[src/rtl/reset_source_pkg.sv]
// Constants for the reset source status register pair
package reset_source_pkg;
  localparam logic [7:0]  OFFSET_PRODUCT_IDENTIFIER = 8'h00;
  localparam logic [7:0]  OFFSET_RESET_CAUSE_FLAGS  = 8'h04;
  localparam int          POS_CORE_RESET            = 0;
  localparam int          POS_PIN_RESET             = 1;
  localparam int          POS_WATCHDOG              = 2;
  localparam int          POS_LOW_VOLTAGE           = 3;
  localparam int          POS_CORE_REQUEST          = 5;
  localparam int          POS_POWER_MANAGEMENT      = 6;
  localparam int          POS_PROCESSOR_RESET       = 7;
  localparam int          POS_WAKEUP_PIN            = 8;
  localparam int          POS_TIMER_WAKEUP          = 9;
  localparam int          POS_POWER_ON              = 10;
  localparam logic [31:0] FLAG_MASK                 = 32'h0000_07EF;
  localparam logic [31:0] POWER_UP_MASK             = 32'h0000_0700;
  localparam logic [31:0] FLAGS_RESET               = 32'h0000_0000;
  localparam logic [1:0]  ONE_SHOT_CYCLES           = 2'h2;
endpackage : reset_source_pkg

[src/rtl/one_shot_if.sv]
// Handshake between the flag bank and the one-shot reset pulser
`timescale 1ns/1ps
interface one_shot_if;
  logic start;
  logic active;
  logic fired;
  modport ctrl  (output start, input active, input fired);
  modport timer (input start, output active, output fired);
endinterface : one_shot_if

[src/rtl/one_shot_pulser.sv]
// Two-cycle self-clearing processor reset pulse
`timescale 1ns/1ps
module one_shot_pulser
  import reset_source_pkg::*;
(
  input  wire logic ref_clk,
  input  wire logic rst,
  one_shot_if.timer port
);
  typedef struct packed {
    logic [1:0] count;
    logic       active;
    logic       fired;
  } pulser_state_t;

  pulser_state_t state;
  pulser_state_t next_state;

  always_comb begin
    next_state = state;
    next_state.fired = 1'b0;
    if (state.active) begin
      if (state.count == ONE_SHOT_CYCLES - 2'h1) begin
        next_state.active = 1'b0;
        next_state.count  = 2'h0;
        next_state.fired  = 1'b1;
      end else begin
        next_state.count = state.count + 2'h1;
      end
    end else if (port.start) begin
      next_state.active = 1'b1;
      next_state.count  = 2'h0;
    end
  end

  always_ff @(posedge ref_clk or posedge rst) begin
    if (rst) begin
      state <= '0;
    end else begin
      state <= next_state;
    end
  end

  assign port.active = state.active;
  assign port.fired  = state.fired;
endmodule : one_shot_pulser

[src/rtl/reset_source_status.sv]
// Product identifier and sticky reset cause flags
`timescale 1ns/1ps
module reset_source_status
  import reset_source_pkg::*;
#(
  parameter logic [31:0] PART_IDENTIFIER = 32'h0000_0001  // Arbitrary value
)
(
  input  wire logic        ref_clk,
  input  wire logic        rst,
  input  wire logic        reg_sel,
  input  wire logic        reg_write,
  input  wire logic [7:0]  reg_addr,
  input  wire logic [31:0] reg_wdata,
  output logic      [31:0] reg_rdata,
  input  wire logic        processor_one_shot_reset,
  input  wire logic        power_on_event,
  input  wire logic        timer_wakeup_event,
  input  wire logic        wakeup_pin_event,
  input  wire logic        power_management_event,
  input  wire logic        core_system_reset_request,
  input  wire logic        low_voltage_event,
  input  wire logic        watchdog_event,
  input  wire logic        reset_pin_event,
  output logic             processor_reset,
  output logic             flash_controller_reset
);
  // ---------------------------------------------------------------
  // State
  // ---------------------------------------------------------------
  typedef struct packed {
    logic [31:0] flags;
    logic [31:0] rdata;
    logic        cpu_reset;
    logic [8:0]  sync1;
    logic [8:0]  sync2;
    logic [8:0]  sync3;
  } bank_state_t;

  bank_state_t state;
  bank_state_t next_state;
  one_shot_if  shot ();
  logic [8:0]  raw_events;
  logic [8:0]  rise;
  logic [31:0] set_bits;
  logic [31:0] clear_bits;
  logic        flag_write;

  // ---------------------------------------------------------------
  // One-shot pulser
  // ---------------------------------------------------------------
  one_shot_pulser u_pulser (
    .ref_clk (ref_clk),
    .rst     (rst),
    .port    (shot.timer)
  );

  assign flag_write = reg_sel && reg_write
                      && (reg_addr == OFFSET_RESET_CAUSE_FLAGS);
  assign shot.start = processor_one_shot_reset;

  assign raw_events = {power_on_event, timer_wakeup_event,
                       wakeup_pin_event, power_management_event,
                       core_system_reset_request, low_voltage_event,
                       watchdog_event, reset_pin_event, 1'b0};
  assign rise = state.sync2 & ~state.sync3;

  // ---------------------------------------------------------------
  // Flag update
  // ---------------------------------------------------------------
  always_comb begin
    set_bits = '0;
    set_bits[POS_POWER_ON]         = rise[8];
    set_bits[POS_TIMER_WAKEUP]     = rise[7];
    set_bits[POS_WAKEUP_PIN]       = rise[6];
    set_bits[POS_POWER_MANAGEMENT] = rise[5];
    set_bits[POS_CORE_REQUEST]     = rise[4];
    set_bits[POS_LOW_VOLTAGE]      = rise[3];
    set_bits[POS_WATCHDOG]         = rise[2];
    set_bits[POS_PIN_RESET]        = rise[1];
    set_bits[POS_PROCESSOR_RESET]  = shot.fired;
    set_bits[POS_CORE_RESET]       = rise[8] | rise[1]
                                     | rise[5];
    clear_bits = '0;
    if (flag_write) begin
      clear_bits = reg_wdata & FLAG_MASK;
      if ((reg_wdata & POWER_UP_MASK) != 32'h0000_0000) begin
        clear_bits = clear_bits | POWER_UP_MASK;
      end
    end
  end

  always_comb begin
    next_state = state;
    next_state.sync1 = raw_events;
    next_state.sync2 = state.sync1;
    next_state.sync3 = state.sync2;
    // Set beats clear; zeros leave flags alone, except that a one in any of bits 8-10 clears all three
    next_state.flags = ((state.flags & ~clear_bits) | set_bits)
                       & FLAG_MASK;
    next_state.cpu_reset = shot.active;
    case (reg_addr)
      OFFSET_PRODUCT_IDENTIFIER: next_state.rdata = PART_IDENTIFIER;
      OFFSET_RESET_CAUSE_FLAGS:  next_state.rdata = state.flags;
      default:                   next_state.rdata = 32'h0000_0000;
    endcase
  end

  // Flags live only on the global reset
  always_ff @(posedge ref_clk or posedge rst) begin
    if (rst) begin
      state <= '0;
    end else begin
      state <= next_state;
    end
  end

  assign reg_rdata              = state.rdata;
  assign processor_reset        = state.cpu_reset;
  assign flash_controller_reset = state.cpu_reset;
endmodule : reset_source_status

[config.mk]
export PLATFORM = sky130hd
export DESIGN_NAME = reset_source_status
export DESIGN_NICKNAME = d
export VERILOG_FILES = /design/src/rtl/reset_source_pkg.sv /design/src/rtl/one_shot_if.sv /design/src/rtl/one_shot_pulser.sv /design/src/rtl/reset_source_status.sv
export SDC_FILE = /design/constraint.sdc
export NUM_CORES = 1
export LEC_CHECK = 0
export ABC_AREA = 0
export BUFFER_PORTS_ARGS = -buffer_cell sky130_fd_sc_hd__buf_2
export CORE_MARGIN = 2
export CORE_UTILIZATION = 35
export CTS_BUF_LIST = sky130_fd_sc_hd__clkbuf_8 sky130_fd_sc_hd__clkbuf_16
export CTS_CLUSTER_DIAMETER = 40
export DETAILED_ROUTE_END_ITERATION = 8
export SLEW_MARGIN = 20
export SYNTH_ARGS = -nofsm -noshare
export SYNTH_HDL_FRONTEND = slang
export SYNTH_SLANG_ARGS = --single-unit
[constraint.sdc]
create_clock -name ref_clk -period 1.9 [get_ports ref_clk]
set_input_delay 0.38 -clock ref_clk [delete_from_list [all_inputs] [get_ports ref_clk]]
set_output_delay 0.38 -clock ref_clk [all_outputs]
set_load 0.02 [all_outputs]
# [Yosys cells after proc, flatten, opt, wreduce, memory -nomap -nowiden]
# Index checks and enable logic that the tools add are counted.
[word_totals] ff_bits=71 word_cells=32 input_bits=53
[classes] reduce_logical=5 n_mux=8 eq_ne=2 add_sub_neg=1 n_bitwise=7
[op_table] operator="32-bit nonzero test" count=1
[op_table] operator="11-bit 2-to-1 mux" count=2
[op_table] operator="11-bit case mux with 2 select lines" count=1
[op_table] operator="11-bit bitwise AND" count=1
[op_table] operator="11-bit inverter" count=1
[op_table] operator="11-bit OR" count=1
[op_table] operator="9-bit bitwise AND" count=1
[op_table] operator="9-bit inverter" count=1
[op_table] operator="8-bit by 3-bit equality test with 1-bit output, second input constant" count=1
[op_table] operator="8-bit zero test" count=1
[op_table] operator="3-bit 2-to-1 mux" count=2
[op_table] operator="2-bit 2-to-1 mux" count=2
[op_table] operator="2-bit by 1-bit adder with 2-bit output, second input constant" count=1
[op_table] operator="2-bit by 1-bit equality test with 1-bit output, second input constant" count=1
[op_table] operator="1-bit logical AND" count=2
[op_table] operator="1-bit OR" count=2
[op_table] operator="2-bit nonzero test" count=1
[op_table] operator="1-bit 2-to-1 mux" count=1

# [Depth between registers and ports, before layout]
# Gate-level depths: netlist (run 1).
[logic_depth] depth_word=6 mapped_depth=4

# [Cells and area by module]
# Synthesis (run 1) repeated with hierarchy kept, for this count alone.
[hier_totals] cells_unflattened=142 area_unflattened_um2=1884.3
[by_module_without_submodules] module="reset_source_status" n_inst=1 cells_each=131 area_each_um2=1741.7 seq_area_each_um2=1126.1
[by_module_without_submodules] module="one_shot_pulser" n_inst=1 cells_each=11 area_each_um2=142.6 seq_area_each_um2=100.1

# [Worst setup path after synthesis (run 1)]
# Ideal clock, no wire load.
[synth_timing] path_type="input to register" start="input port reg_addr[5]" end="register state[68] (netlist name)" required_ns=1.779 setup_ns=0.121 stages=3 path_slack_ns=0.151 arrival_ns=1.628 cell_sequence="or4_4 or4_4 a22o_1"
[synth_lines] item="from (decl)" line_no="reset_source_status.sv:13" rtl="input wire logic [7:0] reg_addr,"
[synth_lines] item="to (signal assigned)" line_no="reset_source_status.sv:114" rtl="state <= next_state;"
[synth_lines] item="to (decl)" line_no="reset_source_status.sv:40" rtl="bank_state_t state;"

==> load_flow_metrics.sql, run 1 <==
INSERT INTO impl_metrics (metric_group, metric, value, unit) VALUES
('drt', 'avgViaCountPerCell', '3.87', ''),
('synthesis', 'syn_avg_cell_area', '12.8', 'µm²'),
('outcome', 'run_status', 'finished clean', ''),
('layout', 'fraction_of_layout_instances_using_a_drive_strength_above_1', '0.317', ''),
('worst_setup_path', 'setup.worst_path.start_class', 'input port', ''),
('clock_network', 'cts-buffers-inserted', '5', ''),
('synthesis', 'synth_top_flop_cell', 'dfrtp_1', ''),
('layout', 'antenna-diode-count', '0', ''),
('global_route', 'first_global_vias', '925', ''),
('worst_setup_path', 'max_stage_delay', '0.57', 'ns'),
('clock_network', 'post-cts-setup-buffers', '0', ''),
('drt', 'remaining_drc_errors', '0', ''),
('floorplan', 'fp.dieH', '76.5', 'µm'),
('floorplan', 'area_inside_the_core_boundary', '5070', 'µm²'),
('drt', 'antenna_left', '0', ''),
('worst_setup_path', 'worst_r2r_endpoint', 'state[60]', ''),
('global_route', 'grt_max_degree', '50', ''),
('floorplan', 'dieWidth', '76.5', 'µm'),
('placed_design', 'routabilityCongestion', '0.772', ''),
('layout', 'area_delta_synth_final', '16.0', '%'),
('drt', 'routed_wirelength', '2670', 'µm'),
('floorplan', 'initial_core_util', '0.363', ''),
('sta', 'finalMaxSlewViolations', '0', ''),
('worst_setup_path', 'cp_max_fo', '3', ''),
('floorplan', 'floorplan_die_area', '5850', 'µm²'),
('power', 'power.density_cell_area', '988', 'nW/µm²'),
('sta', 'finalSetupTns', '0', 'ns'),
('worst_setup_path', 'worst_setup_path_endpoint', 'state[69]', ''),
('worst_setup_path', 'cp.buffers_inverters', '1', ''),
('floorplan', 'floorplan.rows', '26', ''),
('drt', 'drt-pass1-iter-count', '4', ''),
('worst_setup_path', 'arrival', '1.80', 'ns'),
('synthesis', 'synth_area', '1840', 'µm²'),
('sta', 'final.setup.worst_slack', '0.289', 'ns'),
('worst_setup_path', 'slowest_cell_on_crit_path', 'or4b_1', ''),
('placed_design', 'dp.final_hpwl', '1920', 'µm'),
('layout', 'postLayoutCellArea', '2140', 'µm²'),
('clock_network', 'cts_repair_resize_count', '0', ''),
('sta', 'timing.final.crit_share', '0.848', ''),
('global_route', 'grt_overflow', '0', ''),
('sta', 'worst_hold_slack', '0.102', 'ns'),
('power', 'leakage', '0.00112', 'µW'),
('placed_design', 'portBuffers', '42', ''),
('synthesis', 'synth_seq_cells', '49', ''),
('clock_network', 'tritoncts', 'built', ''),
('sta', 'maxClockFrequency', '621', 'MHz'),
('layout', 'nNetsFinal', '238', ''),
('synthesis', 'synth-warning-count', '0', ''),
('synthesis', 'ys_seq_area_frac', '0.666', ''),
('synthesis', 'synth_cell_types', '23', ''),
('power', 'vdd_drop_max', '0.420', 'mV'),
('placed_design', 'place_area', '2020', 'µm²'),
('worst_setup_path', 'cp-end-kind', 'flop', ''),
('worst_setup_path', 'crit_path_cell_trace', 'buf_2 -> or4b_1 -> or4_4 -> a22o_1', ''),
('synthesis', 'synthCells', '144', ''),
('sta', 'post-route-min-period', '1.61', 'ns'),
('sta', 'max_slew.worst_pin.slew', '0.557', 'ns'),
('clock_network', 'clk_root_buffer_cell', 'clkbuf_8', ''),
('synthesis', 'library_cell_with_the_largest_summed_area_after_synthesis', 'dfrtp_1', ''),
('worst_setup_path', 'reg2reg_depth', '3', ''),
('sta', 'worst_clock_skew', '0.00355', 'ns'),
('worst_setup_path', 'critical-path-top-delay-family', 'simple AND/OR/NAND/NOR gates', ''),
('worst_setup_path', 'reg2reg_slack', '0.92', 'ns'),
('worst_setup_path', 'rr_startpoint', 'next_state[5]', ''),
('power', 'total_power', '2110', 'µW'),
('sta', 'hold_viol', '0', ''),
('drt', 'via_count', '990', ''),
('synthesis', 'post_synth_edffs', '0', ''),
('global_route', 'grt_util_all_layers', '0.101', ''),
('clock_network', 'clk_pin_slew', '0.08', 'ns'),
('worst_setup_path', 'worst-setup-path-type', 'in2reg', '');
-- cells in the final DEF, fill, tap and decap left out, drive strengths merged --
master / count
nor3: 3
nor2b: 3
and3: 10
or4: 3
clkbuf: 6
a22o: 5
buf: 48
bufinv: 1
conb: 22
and2: 1
nand4: 3
nand2: 2
a21o: 1
a31oi: 4
a21oi: 1
or4b: 1
nor2: 6
nor4: 2
nand2b: 2
inv: 11
dfrtp: 49
mux2i: 1
nor4b: 1
-- synthesized netlist by cell type (all sizes together), types with 2 or more instances --
master / count
dfrtp: 49
buf: 33
and3: 10
inv: 10
nor2: 6
a22o: 5
a31oi: 4
nand4: 3
nor2b: 3
nor3: 3
or4: 3
clkbuf: 2
nand2: 2
nand2b: 2
nor4: 2
-- metal layers --
layer / part of all wire / global-route usage / vias to the layer above
met5: 0 / 0 / -
met4: 0.0060 / 0.0436 / 0
met3: 0.085 / 0.0498 / 2
met2: 0.46 / 0.148 / 34
met1: 0.45 / 0.128 / 451
li1: - / - / 503
-- registers in the layout, summed over array words and instances (netlist names) --
name                    flops
flash_controller_reset      1
next_state                 16
reg_rdata                  10
state                      18
u_pulser.port.active        1
u_pulser.port.fired         1
u_pulser.state              2
-- worst register-to-register path: cells and delay by family, from the launching register on --
family	cells	cell delay, ns
flops	1	0.38
compound gates	1	0.07
simple gates	2	0.42
-- layout make-up --
class / instances / area (µm²)
clock buffer: 6 / 82.6
inverter: 10 / 37.5
fill: 489 / 2940
clock inverter: 2 / 33.8
timing repair buffer: 48 / 268
sequential: 49 / 1230
tap: 70 / 87.6
multi-input combinational: 71 / 400
-- power breakdown --
part	switching [µW]	internal (µW)	total (µW)	leakage [µW]
clock	318	424	742	0.0000626
combinational	139	76.6	216	0.000487
sequential	40.0	1110	1150	0.000568
total	497	1610	2110	0.00112
-- worst min path at each step --
stage	startpoint	end	slack, ns	cells after the start
after floorplan	next_state[10]	next_state[1]	0.33	0
after global placement	next_state[13]	next_state[4]	0.33	0
after detailed placement	next_state[11]	next_state[2]	0.34	0
after CTS	rst	next_state[14]	0.11	3
after global routing	rst	next_state[14]	0.11	3
final	rst	next_state[14]	0.10	3
-- metrics by stage --
stage | utilization | cells
6_report | 0.421 | 256
5_1_grt | 0.421 | 256
4_1_cts | 0.421 | 256
3_5_place_dp | 0.398 | 248
3_3_place_gp | 0.398 | 248
2_1_floorplan | - | 165
-- logic make-up (layout without fill, tap and decap cells) --
logic type,Yosys count,after routing,synth area share
flip-flops,49,49,0.666
buffers and inverters,45,66,0.159
other,1,22,0.00204
AND/OR/NAND/NOR,37,37,0.123
multiplexers,1,1,0.00544
AO/OA/AOI/OAI,11,11,0.0442
Note: power is estimated with default switching activity, not from simulation.
==> run 2, diff against run 1 <==
--- a/config.mk
+++ b/config.mk
@@ -12,6 +12,7 @@
 export CTS_BUF_LIST = sky130_fd_sc_hd__clkbuf_8 sky130_fd_sc_hd__clkbuf_16
 export CTS_CLUSTER_DIAMETER = 40
 export DETAILED_ROUTE_END_ITERATION = 8
+export PLACE_DENSITY = 0.66
 export SLEW_MARGIN = 20
 export SYNTH_ARGS = -nofsm -noshare
 export SYNTH_HDL_FRONTEND = slang
==> constraint.sdc (replaced) <==
create_clock -name ref_clk -period 1.45 [get_ports ref_clk]
set_input_delay 0.29 -clock ref_clk [delete_from_list [all_inputs] [get_ports ref_clk]]
set_output_delay 0.29 -clock ref_clk [all_outputs]
set_load 0.02 [all_outputs]
==> load_flow_metrics.sql, run 2 (same netlist as run 1, synthesis figures left out) <==
INSERT INTO impl_metrics (metric_group, metric, value, unit) VALUES
('global_route', 'first_global_vias', '940', ''),
('layout', 'layout_commonest_cell', 'dfrtp_1', ''),
('drt', 'remaining_drc_errors', '0', ''),
('worst_setup_path', 'cp_max_fo', '3', ''),
('worst_setup_path', 'rr_startpoint', 'next_state[5]', ''),
('clock_network', 'clock_latency_on_the_worst_skew_pair', '0.29', 'ns'),
('power', 'comb_power_share', '0.116', ''),
('floorplan', 'dieWidth', '76.5', 'µm'),
('layout', 'fraction_of_layout_instances_using_a_drive_strength_above_1', '0.335', ''),
('global_route', 'grt_util_all_layers', '0.0951', ''),
('drt', 'wire_per_inst', '10.3', 'µm'),
('power', 'clock_power_share', '0.297', ''),
('drt', 'first_iter_violations', '65', ''),
('layout', 'most-common-layout-cells', 'dfrtp_1, buf_2, conb_1', ''),
('floorplan', 'io_pins', '87', ''),
('worst_setup_path', 'arrival', '1.66', 'ns'),
('sta', 'rsz0062_at_grt', 'yes', ''),
('global_route', 'grt_antenna_before_repair', '0', ''),
('clock_network', 'max-clock-path-buffers', '2', ''),
('outcome', 'run_status', 'finished with violations', ''),
('worst_setup_path', 'setup.worst_path.start_class', 'input port', ''),
('worst_setup_path', 'worstPathRequired', '1.64', 'ns'),
('worst_setup_path', 'reg2reg_depth', '3', ''),
('drt', 'drt-pass1-iter-count', '4', ''),
('layout', 'fin_util', '0.429', ''),
('layout', 'largest_register_ffs', '18', ''),
('floorplan', 'area_inside_the_core_boundary', '5070', 'µm²'),
('global_route', 'grt_overflow', '0', ''),
('outcome', 'failed_checks', 'setup timing', ''),
('layout', 'antenna-diode-count', '0', ''),
('sta', 'post-route-min-period', '1.47', 'ns'),
('power', 'switchingPower', '629', 'µW'),
('floorplan', 'initial_core_util', '0.363', ''),
('sta', 'maxClockFrequency', '678', 'MHz'),
('layout', 'largest-register', 'state', ''),
('placed_design', 'dp.final_hpwl', '2010', 'µm'),
('sta', 'timing.final.crit_share', '1.02', ''),
('placed_design', 'portBuffers', '42', ''),
('floorplan', 'fp.dieH', '76.5', 'µm'),
('worst_setup_path', 'cp-end-kind', 'flop', ''),
('clock_network', 'ctsHtreeMaxLevel', '2', ''),
('layout', 'nNetsFinal', '244', ''),
('power', 'leakage', '0.00113', 'µW'),
('placed_design', 'place_worst_setup_slack', '-0.347', 'ns'),
('sta', 'finalMaxSlewViolations', '0', ''),
('power', 'internal-power', '1940', 'µW'),
('global_route', 'wire_length_of_the_first_global_routing_pass', '4280', 'µm'),
('flow_run', 'timing.max_cap.violations', '0', ''),
('drt', 'via_count', '1036', ''),
('floorplan', 'floorplan.rows', '26', ''),
('floorplan', 'floorplan_die_area', '5850', 'µm²'),
('drt', 'antenna_left', '0', ''),
('clock_network', 'clk_root_buffer_cell', 'clkbuf_8', ''),
('global_route', 'grt_max_degree', '35', ''),
('clock_network', 'cts-buffers-inserted', '5', ''),
('worst_setup_path', 'worst_r2r_endpoint', 'state[60]', ''),
('worst_setup_path', 'critPathLaunch', 'reg_addr[4]', ''),
('worst_setup_path', 'reg2reg_slack', '0.47', 'ns'),
('power', 'seq_power_share', '0.588', ''),
('layout', 'area_delta_synth_final', '18.2', '%'),
('worst_setup_path', 'worst_setup_path_endpoint', 'state[69]', ''),
('power', 'power.density_cell_area', '1180', 'nW/µm²'),
('layout', 'nFillCells', '496', ''),
('layout', 'multi_input_area', '407', 'µm²'),
('clock_network', 'numClockSinks', '49', ''),
('sta', 'worst_clock_skew', '0.00408', 'ns'),
('clock_network', 'clk_pin_slew', '0.08', 'ns'),
('worst_setup_path', 'worst-setup-path-type', 'in2reg', ''),
('placed_design', 'routabilityCongestion', '0.790', ''),
('drt', 'routed_wirelength', '2690', 'µm'),
('sta', 'hold_viol', '0', ''),
('power', 'power.switching_fraction', '0.245', ''),
('sta', 'worst_hold_slack', '0.0995', 'ns'),
('sta', 'final.setup.worst_slack', '-0.0248', 'ns'),
('layout', 'seqCellArea', '1230', 'µm²'),
('power', 'vdd_drop_max', '0.710', 'mV'),
('worst_hold_path', 'hp-class', 'in2reg', ''),
('sta', 'setup_violations', '3', ''),
('clock_network', 'tritoncts', 'built', ''),
('drt', 'avgViaCountPerCell', '3.97', '');
==> run 2: cell types whose count changed in the layout (fill, tap and decap cells not counted), sizes merged <==
cell         delta
buf             +5
bufinv          -1
clkinvlp        +1
dlygate4sd3     +1
inv             -1
==> run 2: per-stage QoR <==
| stage | std cells | instance area (µm²) | TNS [ns] | power (µW) |
|---|---|---|---|---|
| after global routing | 261 | 2180 | -0.0818 | 2700 |
| after detailed placement | 252 | 2060 | -2.00 | 1830 |
| after CTS | 260 | 2160 | -0.0412 | 2610 |
| after global placement | 252 | 2060 | -1.92 | 1820 |
| final | 261 | 2180 | -0.0430 | 2570 |
| after floorplan | 165 | 1930 | -0.550 | 1780 |
==> run 2: final cells by class <==
cell class	count	share of cell area
clock buffer	6	0.0380
clock inverter	1	0.00173
inverter	10	0.0190
multi-input combinational	71	0.187
sequential	49	0.564
tap	70	0.0403
timing repair buffer	54	0.151
==> run 2: what timing repair did <==
item,CTS,global route
pin swaps,2,1
hold buffers,1,0
setup endpoints to repair,3,3
gates resized for setup,1,1
setup buffers,0,1
endpoints found under the hold margin,15,0
==> run 2: critical path: stages <==
cell and delay [ns]:
buf_6 0.09, or4_4 0.53, or4_4 0.54, a22o_1 0.21
==> run 2: power groups by stage <==
stage	sequential (µW)	combinational, µW	clock (µW)
after floorplan	1540	232	0
after global placement	1530	289	0
after detailed placement	1540	294	0
after CTS	1510	299	798
after global routing	1520	335	847
final	1510	297	763
==> run 2: worst min path at each step <==
stage                                 to               start  cells past startpoint
after detailed placement    reg_rdata[9]                 rst                      2
final                     next_state[16]  timer_wakeup_event                      1
after CTS                 next_state[15]    wakeup_pin_event                      1
after floorplan           next_state[10]     reset_pin_event                      0
after global routing      next_state[16]  timer_wakeup_event                      1
after global placement      reg_rdata[9]                 rst                      2
==> run 2: metal layers <==
layer	share of wire	track usage
met2	0.45	0.145
met3	0.076	0.0379
met4	0.028	0.0600
met5	0	0
met1	0.44	0.112
